[src/core/fpqc_defines.svh]
// fpqc_defines.svh: offsets, fields, reset values and timing counts
// assumes inclusion by bare name before any module that uses them
`ifndef FPQC_DEFINES_SVH
`define FPQC_DEFINES_SVH
`define FPQC_ADDR_MODE      4'h0
`define FPQC_ADDR_RESTART   4'h1
`define FPQC_ADDR_STATUS    4'h2
`define FPQC_BANK0          2'h1
`define FPQC_BANK1          2'h2
`define FPQC_SUB_CTRL       2'h0
`define FPQC_SUB_PRESET     2'h1
`define FPQC_SUB_END        2'h2
`define FPQC_SUB_COUNT      2'h3
`define FPQC_CTRL_EN_BIT    0
`define FPQC_CTRL_DOWN_BIT  1
`define FPQC_CTRL_SET_BIT   2
`define FPQC_STAT_FLAG0_BIT 8
`define FPQC_STAT_FLAG1_BIT 9
`define FPQC_MODE_RST       8'h00
`define FPQC_WORD_RST       16'h0000
`define FPQC_COUNT_MAX      16'sh7FFF
`define FPQC_COUNT_MIN      16'sh8000
`define FPQC_CLK_HZ         100000000
`define FPQC_MAX_RATE_HZ    50000
`define FPQC_MIN_HALF_CYC   ((`FPQC_CLK_HZ / `FPQC_MAX_RATE_HZ) / 2)
`endif

[src/core/fpqc_pkg.sv]
// fpqc_pkg.sv: types shared by the counter
// assumes nothing beyond the defines header
package fpqc_pkg;
  typedef enum logic [7:0] {
    FPQC_MODE_NONE     = 8'h00,
    FPQC_MODE_SINGLE   = 8'h01,
    FPQC_MODE_GATED    = 8'h02,
    FPQC_MODE_DUAL     = 8'h03,
    FPQC_MODE_DUAL_INV = 8'h04,
    FPQC_MODE_SET_RISE = 8'h05,
    FPQC_MODE_SET_FALL = 8'h06,
    FPQC_MODE_QUAD     = 8'h07
  } fpqc_mode_e;
  typedef logic signed [15:0] fpqc_count_t;
endpackage

[src/core/fpqc_counter.sv]
// fpqc_counter.sv: fast pulse and quadrature counter, one clock domain
// assumes asynchronous pins and a one-cycle strobe register port
//
// What this block does
// - gated mode uses input zero to count, input one to gate, pin for end.
// - gated mode: gate controls counting and the end pin.
// - gated mode counts only with gate high and software enable set.
// - dual mode: counter 0 from input zero, counter 1 from input one.
// - dual, set and quadrature modes never drive the end pin.
// - direction change reloads the preset, then counts the new way except in single, gated and quadrature modes.
// - inverted dual mode: counter 1 counts falling edges of input one.
// - rising-edge set mode loads preset on rising edge only.
// - falling-edge set mode loads preset on falling edge only.
// - quadrature mode counts up or down by which track leads.
// - quadrature gives one count per full cycle, no multiplication.
// - quadrature uses tracks zero and one only, no index track.
// - count is 16-bit two's-complement signed.
// - pulse rates to 50 kHz count correctly; sources stay below.
// - mode byte decodes 00h to 07h; upper byte zero.
// - mode takes effect only at reset or restart.
// - count wraps 7FFFh to 8000h up and 8000h to 7FFFh down.
// - end flag sets on reaching end value, cleared by preset load.
//
// Implementation choices: the address map and the address-and-strobe port.
`timescale 1ns/100ps
`include "fpqc_defines.svh"
module fpqc_counter (
  input  wire logic        clk_sys_in,
  input  wire logic        rst_in,
  input  wire logic        fast_input_zero_in,
  input  wire logic        fast_input_one_in,
  input  wire logic [3:0]  reg_addr_in,
  input  wire logic [15:0] reg_wdata_in,
  input  wire logic        reg_wr_in,
  input  wire logic        reg_rd_in,
  output logic      [15:0] reg_rdata_out,
  output logic             limit_output_pin_out
);

  ////////////////////////////////////////////////////////////////////////
  // input synchroniser and filter
  logic [2:0] sync0_reg, sync0_next;
  logic [2:0] sync1_reg, sync1_next;
  logic [1:0] filt_reg, filt_next;
  logic [1:0] filt_d_reg, filt_d_next;
  logic [1:0] rise, fall;

  always_comb begin
    sync0_next  = {sync0_reg[1:0], fast_input_zero_in};
    sync1_next  = {sync1_reg[1:0], fast_input_one_in};
    filt_next   = filt_reg;
    filt_d_next = filt_reg;
    if (sync0_reg[1] == sync0_reg[2]) begin
      filt_next[0] = sync0_reg[2];
    end
    if (sync1_reg[1] == sync1_reg[2]) begin
      filt_next[1] = sync1_reg[2];
    end
    rise = filt_reg & ~filt_d_reg;
    fall = ~filt_reg & filt_d_reg;
  end

  always_ff @(posedge clk_sys_in) begin
    if (rst_in) begin
      sync0_reg  <= 3'h0;
      sync1_reg  <= 3'h0;
      filt_reg   <= 2'h0;
      filt_d_reg <= 2'h0;
    end else begin
      sync0_reg  <= sync0_next;
      sync1_reg  <= sync1_next;
      filt_reg   <= filt_next;
      filt_d_reg <= filt_d_next;
    end
  end

  ////////////////////////////////////////////////////////////////////////
  // mode configuration
  logic [7:0]             mode_cfg_reg, mode_cfg_next;
  fpqc_pkg::fpqc_mode_e   mode_reg, mode_next;
  logic                   init_reg, init_next;

  always_comb begin
    mode_cfg_next = mode_cfg_reg;
    init_next     = 1'b0;
    mode_next     = mode_reg;
    if (reg_wr_in && reg_addr_in == `FPQC_ADDR_MODE) begin
      mode_cfg_next = reg_wdata_in[7:0];
    end
    if (reg_wr_in && reg_addr_in == `FPQC_ADDR_RESTART) begin
      init_next = 1'b1;
    end
    if (init_reg) begin
      case (mode_cfg_reg)
        8'h01:   mode_next = fpqc_pkg::FPQC_MODE_SINGLE;
        8'h02:   mode_next = fpqc_pkg::FPQC_MODE_GATED;
        8'h03:   mode_next = fpqc_pkg::FPQC_MODE_DUAL;
        8'h04:   mode_next = fpqc_pkg::FPQC_MODE_DUAL_INV;
        8'h05:   mode_next = fpqc_pkg::FPQC_MODE_SET_RISE;
        8'h06:   mode_next = fpqc_pkg::FPQC_MODE_SET_FALL;
        8'h07:   mode_next = fpqc_pkg::FPQC_MODE_QUAD;
        default: mode_next = fpqc_pkg::FPQC_MODE_NONE;
      endcase
    end
  end

  always_ff @(posedge clk_sys_in) begin
    if (rst_in) begin
      mode_cfg_reg <= `FPQC_MODE_RST;
      mode_reg     <= fpqc_pkg::FPQC_MODE_NONE;
      init_reg     <= 1'b1;
    end else begin
      mode_cfg_reg <= mode_cfg_next;
      mode_reg     <= mode_next;
      init_reg     <= init_next;
    end
  end

  ////////////////////////////////////////////////////////////////////////
  // counting events and loads
  logic [1:0] en_reg, down_reg, flag_reg;
  logic [1:0] ev, dn, load, hit, ctrl_wr;

  always_comb begin
    hit[0]  = reg_addr_in[3:2] == `FPQC_BANK0;
    hit[1]  = reg_addr_in[3:2] == `FPQC_BANK1;
    ev      = 2'h0;
    dn      = down_reg;
    load    = 2'h0;
    for (int i = 0; i < 2; i++) begin
      ctrl_wr[i] = reg_wr_in && hit[i] &&
                   reg_addr_in[1:0] == `FPQC_SUB_CTRL;
      if (ctrl_wr[i] && (reg_wdata_in[`FPQC_CTRL_SET_BIT] ||
          reg_wdata_in[`FPQC_CTRL_DOWN_BIT] != down_reg[i])) begin
        load[i] = 1'b1;
      end
    end
    case (mode_reg)
      fpqc_pkg::FPQC_MODE_SINGLE: begin
        ev[0] = rise[0] && en_reg[0];
        dn[0] = 1'b0;
      end
      fpqc_pkg::FPQC_MODE_GATED: begin
        ev[0] = rise[0] && en_reg[0] && filt_reg[1];
        dn[0] = 1'b0;
      end
      fpqc_pkg::FPQC_MODE_DUAL: begin
        ev[0] = rise[0] && en_reg[0];
        ev[1] = rise[1] && en_reg[1];
      end
      fpqc_pkg::FPQC_MODE_DUAL_INV: begin
        ev[0] = rise[0] && en_reg[0];
        ev[1] = fall[1] && en_reg[1];
      end
      fpqc_pkg::FPQC_MODE_SET_RISE: begin
        ev[0] = rise[0] && en_reg[0];
        if (rise[1]) begin
          load[0] = 1'b1;
        end
      end
      fpqc_pkg::FPQC_MODE_SET_FALL: begin
        ev[0] = rise[0] && en_reg[0];
        if (fall[1]) begin
          load[0] = 1'b1;
        end
      end
      fpqc_pkg::FPQC_MODE_QUAD: begin
        ev[0] = rise[0] && en_reg[0];
        dn[0] = filt_reg[1];
      end
      default: begin
        ev = 2'h0;
      end
    endcase
  end

  ////////////////////////////////////////////////////////////////////////
  // counters and per-counter registers
  fpqc_pkg::fpqc_count_t count_reg [2];
  fpqc_pkg::fpqc_count_t count_next [2];
  logic [15:0]           preset_reg [2];
  logic [15:0]           preset_next [2];
  logic [15:0]           end_reg [2];
  logic [15:0]           end_next [2];
  logic [1:0]            en_next, down_next, flag_next;
  fpqc_pkg::fpqc_count_t step [2];

  always_comb begin
    en_next   = en_reg;
    down_next = down_reg;
    flag_next = flag_reg;
    for (int i = 0; i < 2; i++) begin
      count_next[i]  = count_reg[i];
      preset_next[i] = preset_reg[i];
      end_next[i]    = end_reg[i];
      step[i] = dn[i] ? count_reg[i] - 16'sh0001
                      : count_reg[i] + 16'sh0001;
      if (ctrl_wr[i]) begin
        en_next[i]   = reg_wdata_in[`FPQC_CTRL_EN_BIT];
        down_next[i] = reg_wdata_in[`FPQC_CTRL_DOWN_BIT];
      end
      if (reg_wr_in && hit[i] &&
          reg_addr_in[1:0] == `FPQC_SUB_PRESET) begin
        preset_next[i] = reg_wdata_in;
      end
      if (reg_wr_in && hit[i] && reg_addr_in[1:0] == `FPQC_SUB_END) begin
        end_next[i] = reg_wdata_in;
      end
      if (load[i]) begin
        count_next[i] = preset_reg[i];
        flag_next[i]  = 1'b0;
      end else if (ev[i]) begin
        count_next[i] = step[i];
        if (step[i] == end_reg[i]) begin
          flag_next[i] = 1'b1;
        end
      end
    end
  end

  always_ff @(posedge clk_sys_in) begin
    if (rst_in) begin
      en_reg   <= 2'h0;
      down_reg <= 2'h0;
      flag_reg <= 2'h0;
      for (int i = 0; i < 2; i++) begin
        count_reg[i]  <= `FPQC_WORD_RST;
        preset_reg[i] <= `FPQC_WORD_RST;
        end_reg[i]    <= `FPQC_WORD_RST;
      end
    end else begin
      en_reg   <= en_next;
      down_reg <= down_next;
      flag_reg <= flag_next;
      for (int i = 0; i < 2; i++) begin
        count_reg[i]  <= count_next[i];
        preset_reg[i] <= preset_next[i];
        end_reg[i]    <= end_next[i];
      end
    end
  end

  ////////////////////////////////////////////////////////////////////////
  // end pin and register read port
  logic        pin_next, pin_reg;
  logic [15:0] rdata_next, rdata_reg;
  logic [1:0]  bank;

  always_comb begin
    pin_next = 1'b0;
    if (mode_reg == fpqc_pkg::FPQC_MODE_SINGLE) begin
      pin_next = flag_reg[0] && en_reg[0];
    end else if (mode_reg == fpqc_pkg::FPQC_MODE_GATED) begin
      pin_next = flag_reg[0] && en_reg[0] && filt_reg[1];
    end
    bank       = reg_addr_in[3:2];
    rdata_next = 16'h0000;
    if (reg_rd_in) begin
      if (reg_addr_in == `FPQC_ADDR_MODE) begin
        rdata_next = {8'h00, mode_cfg_reg};
      end else if (reg_addr_in == `FPQC_ADDR_STATUS) begin
        rdata_next = {6'h00, flag_reg, mode_reg};
      end else if (bank == `FPQC_BANK0 || bank == `FPQC_BANK1) begin
        case (reg_addr_in[1:0])
          `FPQC_SUB_CTRL: begin
            rdata_next = {14'h0000, down_reg[bank[1]], en_reg[bank[1]]};
          end
          `FPQC_SUB_PRESET: rdata_next = preset_reg[bank[1]];
          `FPQC_SUB_END:    rdata_next = end_reg[bank[1]];
          default:          rdata_next = count_reg[bank[1]];
        endcase
      end
    end
  end

  always_ff @(posedge clk_sys_in) begin
    if (rst_in) begin
      pin_reg   <= 1'b0;
      rdata_reg <= 16'h0000;
    end else begin
      pin_reg   <= pin_next;
      rdata_reg <= rdata_next;
    end
  end

  assign limit_output_pin_out = pin_reg;
  assign reg_rdata_out        = rdata_reg;
endmodule // fpqc_counter

[config.mk]
export PLATFORM = sky130hd
export DESIGN_NAME = fpqc_counter
export DESIGN_NICKNAME = d
export VERILOG_FILES = /design/src/core/fpqc_pkg.sv /design/src/core/fpqc_counter.sv
export VERILOG_INCLUDE_DIRS = /design/src /design/src/core
export SDC_FILE = /design/constraint.sdc
export NUM_CORES = 1
export LEC_CHECK = 0
export BUFFER_PORTS_ARGS = -buffer_cell sky130_fd_sc_hd__buf_4
export CAP_MARGIN = 0
export CORE_MARGIN = 2
export CORE_UTILIZATION = 40
export CTS_CLUSTER_DIAMETER = 80
export DETAILED_ROUTE_END_ITERATION = 16
export PLACE_DENSITY = 0.54
export SYNTH_ARGS = -nofsm -noshare
export SYNTH_HDL_FRONTEND = slang
export SYNTH_SLANG_ARGS = --single-unit
[constraint.sdc]
create_clock -name clk_sys_in -period 4.41 [get_ports clk_sys_in]
set_input_delay 0.441 -clock clk_sys_in [delete_from_list [all_inputs] [get_ports clk_sys_in]]
set_output_delay 0.441 -clock clk_sys_in [all_outputs]
set_load 0.005 [all_outputs]
Word-level counts from Yosys, hierarchy flattened
Memory sizes are Yosys's and may differ from the RTL's.
Cells that the tools add are included.
{"block": "word_totals", "register_bits": 50, "memories": 3, "elab_cells": 135, "in_bits": 26, "out_inout_bits": 17, "mem_bits_rw": 96}
{"memory": "count_reg", "words": 2, "width": 16, "rd": 3, "rd_clocked_by_memory_dff": 0, "write_ports": 2, "line": "fpqc_counter.sv:179", "text": "fpqc_pkg::fpqc_count_t count_reg [2];"}
{"memory": "end_reg", "words": 2, "width": 16, "rd": 3, "rd_clocked_by_memory_dff": 0, "write_ports": 2, "line": "fpqc_counter.sv:183", "text": "logic [15:0] end_reg [2];"}
{"memory": "preset_reg", "words": 2, "width": 16, "rd": 3, "rd_clocked_by_memory_dff": 0, "write_ports": 2, "line": "fpqc_counter.sv:181", "text": "logic [15:0] preset_reg [2];"}
{"block": "op_classes", "n_addsub": 4, "n_mux": 39, "n_lt_le_gt_ge": 1, "n_bitwise": 12, "n_eq_ne": 26, "reduce_logical": 32}
{"operator": "16-bit two-way mux", "n": 16}
{"operator": "8-bit by 3-bit equality test with 1-bit output (second input constant)", "n": 8}
{"operator": "16-bit case mux with 3 select lines", "n": 1}
{"operator": "16-bit by 2-bit adder with 16-bit output (second input constant)", "n": 2}
{"operator": "16-bit equality test", "n": 2}
{"operator": "8-bit by 2-bit equality test with 1-bit output (second input constant)", "n": 4}
{"operator": "16-bit by 2-bit subtractor with 16-bit output (second input constant)", "n": 2}
{"operator": "3-bit case mux with 7 select lines", "n": 1}
{"operator": "10-bit two-way mux", "n": 2}
{"operator": "1-bit logical AND", "n": 18}
{"operator": "8-bit by 1-bit equality test with 1-bit output (second input constant)", "n": 2}
{"operator": "1-bit two-way mux", "n": 14}
{"operator": "8-bit two-way mux", "n": 1}
{"operator": "1-bit case mux with 2 select lines", "n": 4}
{"operator": "2-bit OR reduction", "n": 4}
{"operator": "1-bit bitwise OR", "n": 6}
{"operator": "6-bit OR reduction", "n": 1}
{"operator": "5-bit OR reduction", "n": 1}
{"operator": "2-bit AND", "n": 2}
{"operator": "2-bit by 1-bit equality test with 1-bit output (second input constant)", "n": 2}
{"operator": "2-bit equality test (second input constant)", "n": 2}
{"operator": "4-bit by 1-bit equality test with 1-bit output (second input constant)", "n": 1}
{"operator": "4-bit by 2-bit equality test with 1-bit output (second input constant)", "n": 1}
{"operator": "4-bit zero test", "n": 1}
{"operator": "9 further kinds", "n": 16}

Depth between registers and ports, before layout
Gate-level depths: netlist (run 1).
{"block": "logic_depth", "ltp_word": 9, "ltp_mapped": 14, "mapped_depth_nobuf": 13}

Worst setup path before layout (run 1)
OpenSTA, ideal clock, no wires.
{"block": "synth_timing", "path_type": "reg-to-reg", "from": "reg mode_reg[0]", "to": "reg flag_reg[0]", "synth_period_minus_slack_ns": 3.704, "setup_slack_ns": 0.706, "t_arrival_ns": 3.635, "stages_incl_launch_ff": 14, "t_required_ns": 4.341, "setup_time_ns": 0.069, "path_buffers": 1, "cell_sequence": "dfxtp_1 -> buf_2 -> nor2_1 -> a21oi_1 -> o22ai_1 -> ha_1 -> a211oi_2 -> o21bai_1 -> a21oi_1 -> xnor3_1 -> or4_1 -> nor4b_2 -> nand4_1 -> o21ai_1"}
{"block": "synth_via", "elab_chain_cells": 6, "word_cells_on_any_way": 16, "classes_between": "8 x eq/ne; 4 x mux; 4 x reduce/logical"}
{"item": "start, declared", "line": "fpqc_counter.sv:80", "text": "fpqc_pkg::fpqc_mode_e mode_reg, mode_next;"}
{"item": "start signal, assigned", "line": "fpqc_counter.sv:110", "text": "mode_reg <= fpqc_pkg::FPQC_MODE_NONE;"}
{"item": "start signal, assigned", "line": "fpqc_counter.sv:114", "text": "mode_reg <= mode_next;"}
{"item": "8-bit by 1-bit equality test with 1-bit output or 8-bit by 2-bit equality test with 1-bit output (tied branches)", "line": "fpqc_counter.sv:138", "text": "case (mode_reg)"}
{"item": "2-bit OR reduction (no line)"}
{"item": "1-bit case mux with 2 select lines", "line": "fpqc_counter.sv:138"}
{"item": "16-bit two-way mux", "line": "fpqc_counter.sv:196", "text": "step[i] = dn[i] ? count_reg[i] - 16'sh0001"}
{"item": "16-bit equality test", "line": "fpqc_counter.sv:214", "text": "if (step[i] == end_reg[i]) begin"}
{"item": "2-bit AND reduction (no line)"}
{"item": "end signal, assigned", "line": "fpqc_counter.sv:234", "text": "flag_reg <= flag_next;"}
{"item": "end, declared", "line": "fpqc_counter.sv:121", "text": "logic [1:0] en_reg, down_reg, flag_reg;"}
Parallel ways exist; a longest one is shown, timed or not.
A chain may end at the register's enable or synchronous reset.

Final worst setup path (run 1)
Same ends and word-level chain as after synthesis.

==> results of run 1 <==
-- path summary, 6_finish.rpt --
path                  end  depth (start not counted)               from
max           flag_reg[0]                         13        mode_reg[0]
min reg2reg  sync0_reg[1]                          1       sync0_reg[0]
min          sync1_reg[0]                          2  fast_input_one_in
max reg2reg   flag_reg[0]                         13        mode_reg[0]
-- stage by stage --
| stage | worst slack (ns) | power, W |
|---|---|---|
| 2_1_floorplan | 0.706 | 0.00148 |
| 3_3_place_gp | 1.05 | 0.00156 |
| 3_5_place_dp | 1.01 | 0.00156 |
| 4_1_cts | 0.983 | 0.00306 |
| 5_1_grt | 0.584 | 0.00314 |
| 6_report | 1.02 | 0.00305 |
-- critical path, cell delays in order, from the launching register on --
cell     delay [ns]
dfxtp_1        0.49
nand2_1        0.12
a21oi_1        0.16
o22ai_1        0.09
buf_4          0.22
ha_1           0.33
a21oi_1        0.26
a21oi_1        0.11
nor2b_1        0.27
xnor3_1        0.26
or4_1          0.50
nor4b_2        0.28
nand4_1        0.12
o21ai_1        0.11
-- per-layer routing --
layer	track usage, %	vias up	routed length, µm
met5	0	-	0
li1	-	3517	-
met4	4.90	0	277
met1	32.3	3360	12000
met3	3.77	19	1010
met2	32.4	171	10200
-- layout by cell type (no fill, tap or decap), types with 4 or more instances in the layout --
cell type	count
a211oi_1	14
a21o_1	10
a21oi_1	114
a221oi_1	18
a22oi_1	7
a311oi_1	11
a31oi_1	5
and2_1	4
and3_1	11
buf_4	52
clkbuf_16	17
clkinvlp_4	5
dfxtp_1	141
ha_1	34
inv_1	12
mux2_2	19
mux2i_1	16
mux4_2	10
nand2_1	200
nand2b_1	4
nand3_1	10
nand4_1	5
nor2_1	74
nor2b_1	16
nor3_1	17
o211ai_1	7
o21a_1	4
o21ai_0	24
o21ai_1	10
or2_2	5
xnor2_1	26
xnor3_1	16
xor2_1	20
-- where the power goes --
| group | leakage, nW | internal (W) | switching, W | total, W |
|---|---|---|---|---|
| registers | 1.14 | 0.00129 | 0.0000180 | 0.00131 |
| logic | 2.21 | 0.0000873 | 0.000136 | 0.000224 |
| clock network | 0.291 | 0.000938 | 0.000578 | 0.00152 |
-- cells by family after synthesis --
kind of cell | synth area share [%]
xor+xnor | 9.81
flops | 34.1
fa+ha+maj | 5.63
compound gates | 19.2
mux | 7.25
simple gates | 20.0
buf+inv | 3.92
-- cell type report --
cell class	count	share of cell area (%)
Timing Repair Buffer	52	4.17
Clock buffer	20	4.99
Multi-Input combinational cell	767	54.8
Sequential cell	141	30.2
Clock inverter	12	1.70
Inverter	13	0.522
Tap cell	270	3.61
==> flow_metrics.py, run 1 <==
metrics = {
    "run_status": {
        "run_status": "finished clean",
    },
    "sta": {
        "fin_crit_sh_pct": 77.0,
        "slew_violations": 0,
        "period_minus_slack_ns": 3.39,
        "hold_ws_ns": 0.247,
        "slew_headroom_pct": 23.6,
        "worstMarginPinSlew_ns": 1.14,
        "hold_viol": 0,
        "rsz0062_at_grt": "no",
        "finalClockSkew_ns": 0.00891,
        "setup_violations": 0,
        "setup_tns_ns": 0,
        "max_freq_mhz": 295,
    },
    "clocking": {
        "ctsHoldBuffers": 0,
        "cts_sinks": 141,
        "clock_path_buffers": 2,
        "ctsHtreeMaxLevel": 4,
        "cts_root_buf": "clkbuf_16",
        "cts_tree": "yes",
        "cts_setup_buffers": 0,
        "clk-insertion-delay-late_ns": 0.42,
        "cts-buffers-inserted": 17,
        "cts_resized": 0,
        "clk_pin_slew_worst_paths_ns": 0.06,
    },
    "power": {
        "vdd_ir_drop_max_mv": 0.217,
        "p_leak_nw": 3.64,
        "pwr_density_cell_mw_per_mm2": 326,
    },
    "route": {
        "firstDrtPassIters": 5,
        "viasPerCell": 5.54,
        "drc": 0,
        "dr.first_iter.drc_count": 507,
        "ant_nets": 0,
        "wl_per_cell_um": 18.4,
        "vias": 7067,
        "drt-total-wl_mm": 23.4,
    },
    "global_routing": {
        "grt_max_degree": 75,
        "track_usage_pct": 21.6,
        "antenna_found_initial": 0,
        "grt_pass1_wl_mm": 37.0,
        "grt_overflow": 0,
        "grt_pass1_vias": 6459,
    },
    "cells_and_area": {
        "final_util_pct": 46.2,
        "ff_latch_area_mm2": 0.00282,
        "area_growth_pct": 13.2,
        "drive_above_1_share_pct": 12.7,
        "nFillCells": 1986,
        "multi_input_area_mm2": 0.00513,
        "nNetsFinal": 1054,
        "final_cells": 1275,
        "stdcell_area_mm2": 0.00936,
        "diodes": 0,
    },
    "setup_path": {
        "crit_fanout": 20,
        "r2r_setup_slack_ns": 1.02,
        "crit_path_start_kind": "flip-flop",
        "setup.worst_path.class": "flip-flop to flip-flop",
        "cp_data_arrival_time_ns": 3.74,
        "endpoint_kind": "flip-flop",
        "required_ns": 4.76,
    },
    "hold_path": {
        "hp-class": "primary input to flip-flop",
    },
    "floorplan": {
        "ios": 43,
        "die_area_mm2": 0.0218,
        "start_util_pct": 40.9,
        "die_h_um": 148,
        "num_rows": 52,
        "coreArea_mm2": 0.0202,
        "die_x_um": 148,
    },
    "placement": {
        "dp_cells": 1243,
        "place_area_mm2": 0.00873,
        "place.gp.congestion": 0.817,
        "portBuffers": 42,
        "dp_hpwl_mm": 16.6,
    },
    "synthesis": {
        "yosysTopAreaCell": "dfxtp_1",
        "synthCells": 991,
        "synth.area.top_cells": "dfxtp_1, nand2_1, a21oi_1",
        "synthTopCellsByCount": "nand2_1, dfxtp_1, a21oi_1",
        "ys_ff_latch": 141,
        "yosys.area.top_type_share_pct": 34.1,
        "synth.cell_area_mm2": 0.00827,
        "yosys_warnings": 0,
        "synth_most_common_cell": "nand2_1",
        "ys.flop_type": "dfxtp_1",
        "ys_seq_area_share_pct": 34.1,
        "synth_edf_count": 0,
        "async_flop_share_pct": 0,
        "syn_area_per_cell_um2": 8.34,
        "syn-num-nets": 1053,
        "ys_types": 70,
    },
    "flow_run": {
        "drv_cap": 0,
    },
}
(Power assumes the default switching activity.)
==> run 2: changes to the inputs <==
==> constraint.sdc (replaced) <==
create_clock -name clk_sys_in -period 3.3 [get_ports clk_sys_in]
set_input_delay 0.33 -clock clk_sys_in [delete_from_list [all_inputs] [get_ports clk_sys_in]]
set_output_delay 0.33 -clock clk_sys_in [all_outputs]
set_load 0.005 [all_outputs]
==> run 2 against run 1 <==
Largest power group unchanged. Non-clock buffer count increased by 24. Sequential power increased by 34%. Sequential share of layout area fell by 0.64 points. Core utilization up 1.0 points.
==> flow_metrics.py, run 2 (same netlist as run 1, synthesis figures left out) <==
metrics = {
    "cells_and_area": {
        "layout_common_cells": "nand2_1, dfxtp_1, a21oi_1, buf_4, nor2_1",
        "stdcell_area_mm2": 0.00956,
        "layout_commonest_cell": "nand2_1",
        "nNetsFinal": 1078,
        "area_growth_pct": 15.6,
        "diodes": 0,
        "drive_above_1_share_pct": 15.0,
    },
    "route": {
        "dr.first_iter.drc_count": 642,
        "vias": 7102,
        "drc": 0,
        "firstDrtPassIters": 5,
        "wl_per_cell_um": 18.1,
        "drt-total-wl_mm": 23.4,
        "ant_nets": 0,
        "viasPerCell": 5.47,
    },
    "placement": {
        "dp_hpwl_mm": 17.1,
        "portBuffers": 42,
        "place_area_mm2": 0.00893,
        "dp_slack_ns": 0.0576,
        "place.gp.congestion": 0.838,
    },
    "clocking": {
        "cts_sinks": 141,
        "cts_root_buf": "clkbuf_16",
        "cts-buffers-inserted": 17,
        "clock_path_buffers": 2,
        "clk_pin_slew_worst_paths_ns": 0.06,
        "ctsHtreeMaxLevel": 4,
        "ctsHoldBuffers": 0,
        "clk-insertion-delay-late_ns": 0.42,
        "cts_tree": "yes",
    },
    "floorplan": {
        "die_area_mm2": 0.0218,
        "die_h_um": 148,
        "die_x_um": 148,
        "ios": 43,
        "coreArea_mm2": 0.0202,
        "num_rows": 52,
        "start_util_pct": 40.9,
    },
    "setup_path": {
        "crit_path_start_kind": "flip-flop",
        "setup.worst_path.class": "flip-flop to flip-flop",
        "reg2reg_depth": 12,
        "crit_fanout": 5,
        "required_ns": 3.65,
        "cp_data_arrival_time_ns": 3.57,
        "endpoint_kind": "flip-flop",
    },
    "sta": {
        "worstMarginPinSlew_ns": 0.836,
        "fin_crit_sh_pct": 97.5,
        "hold_viol": 0,
        "finalClockSkew_ns": 0.00948,
        "setup_violations": 0,
        "max_freq_mhz": 311,
        "slew_violations": 0,
        "fin_ws_ns": 0.0820,
        "slew_headroom_pct": 44.1,
        "period_minus_slack_ns": 3.22,
        "rsz0062_at_grt": "yes",
    },
    "global_routing": {
        "grt_overflow": 0,
        "antenna_found_initial": 0,
        "track_usage_pct": 22.1,
        "grt_pass1_wl_mm": 37.7,
        "grt_pass1_vias": 6636,
        "grt_max_degree": 65,
    },
    "run_status": {
        "run_status": "finished clean",
    },
    "hold_path": {
        "hp-class": "primary input to flip-flop",
        "min_path_cells": 2,
    },
    "flow_run": {
        "drv_cap": 0,
    },
    "power": {
        "pwr_density_cell_mw_per_mm2": 430,
        "p_leak_nw": 3.78,
        "vdd_ir_drop_max_mv": 0.246,
    },
}
[run 2: changes by cell type in the layout (fill, tap and decap cells not counted), sizes merged]
cell and delta:
buf +24, bufinv +1, clkbuf -2, clkinv +3
clkinvlp -3
[run 2: layout make-up]
class	count	area, µm²
fill	1964	10700
multi-input combinational	767	5140
sequential	141	2820
timing repair buffer	76	583
clock buffer	18	439
tap	270	338
clock inverter	13	189
inverter	13	48.8
[run 2: worst paths after layout]
check	from	endpoint	slack, ns
setup / recovery	mode_reg[1]	flag_reg[0]	0.08
hold / removal	fast_input_one_in	sync1_reg[0]	0.13
setup reg to reg	mode_reg[1]	flag_reg[0]	0.08
hold reg to reg	sync1_reg[0]	sync1_reg[1]	0.43
[run 2: what timing repair did]
action                     4_1_cts  5_1_grt
setup buffers                    0        0
gates resized for setup          0        3
setup endpoints to repair        0        7
[run 2: per-layer routing]
layer  share of wire (%)  vias up  global-route usage (%)
met1                  51     3350                    33.3
li1                    -     3572                       -
met5                   0        -                       0
met3                 4.2       26                    3.12
met4                 1.7        0                    6.35
met2                  43      154                    32.8
[run 2: power breakdown]
part / internal, W / switching [W] / total [W]
logic: 0.000123 / 0.000182 / 0.000304
clock network: 0.00129 / 0.000772 / 0.00206
registers: 0.00173 / 0.0000228 / 0.00175
total: 0.00314 / 0.000976 / 0.00411
[run 2: worst max-delay path, cell delays in order (launching register included)]
cell      delay [ns]
dfxtp_1         0.40
nand2_1         0.11
a21oi_1         0.19
o22ai_2         0.15
ha_1            0.33
a211oi_2        0.23
o21bai_1        0.15
a21oi_1         0.27
xnor3_1         0.25
or4_1           0.55
nor4b_2         0.28
nand4_1         0.12
o21ai_1         0.12
[run 2: through the flow]
stage,utilization [%],total power (W),hold WS (ns),TNS (ns),instances
after floorplan,-,0.00197,0.414,0,991
after global placement,44.1,0.00209,0.416,0,1267
after detailed placement,44.1,0.00209,0.422,0,1267
after CTS,47.2,0.00413,0.119,0,1298
after global routing,47.3,0.00424,0.120,-0.339,1298
final,47.3,0.00411,0.127,0,1298
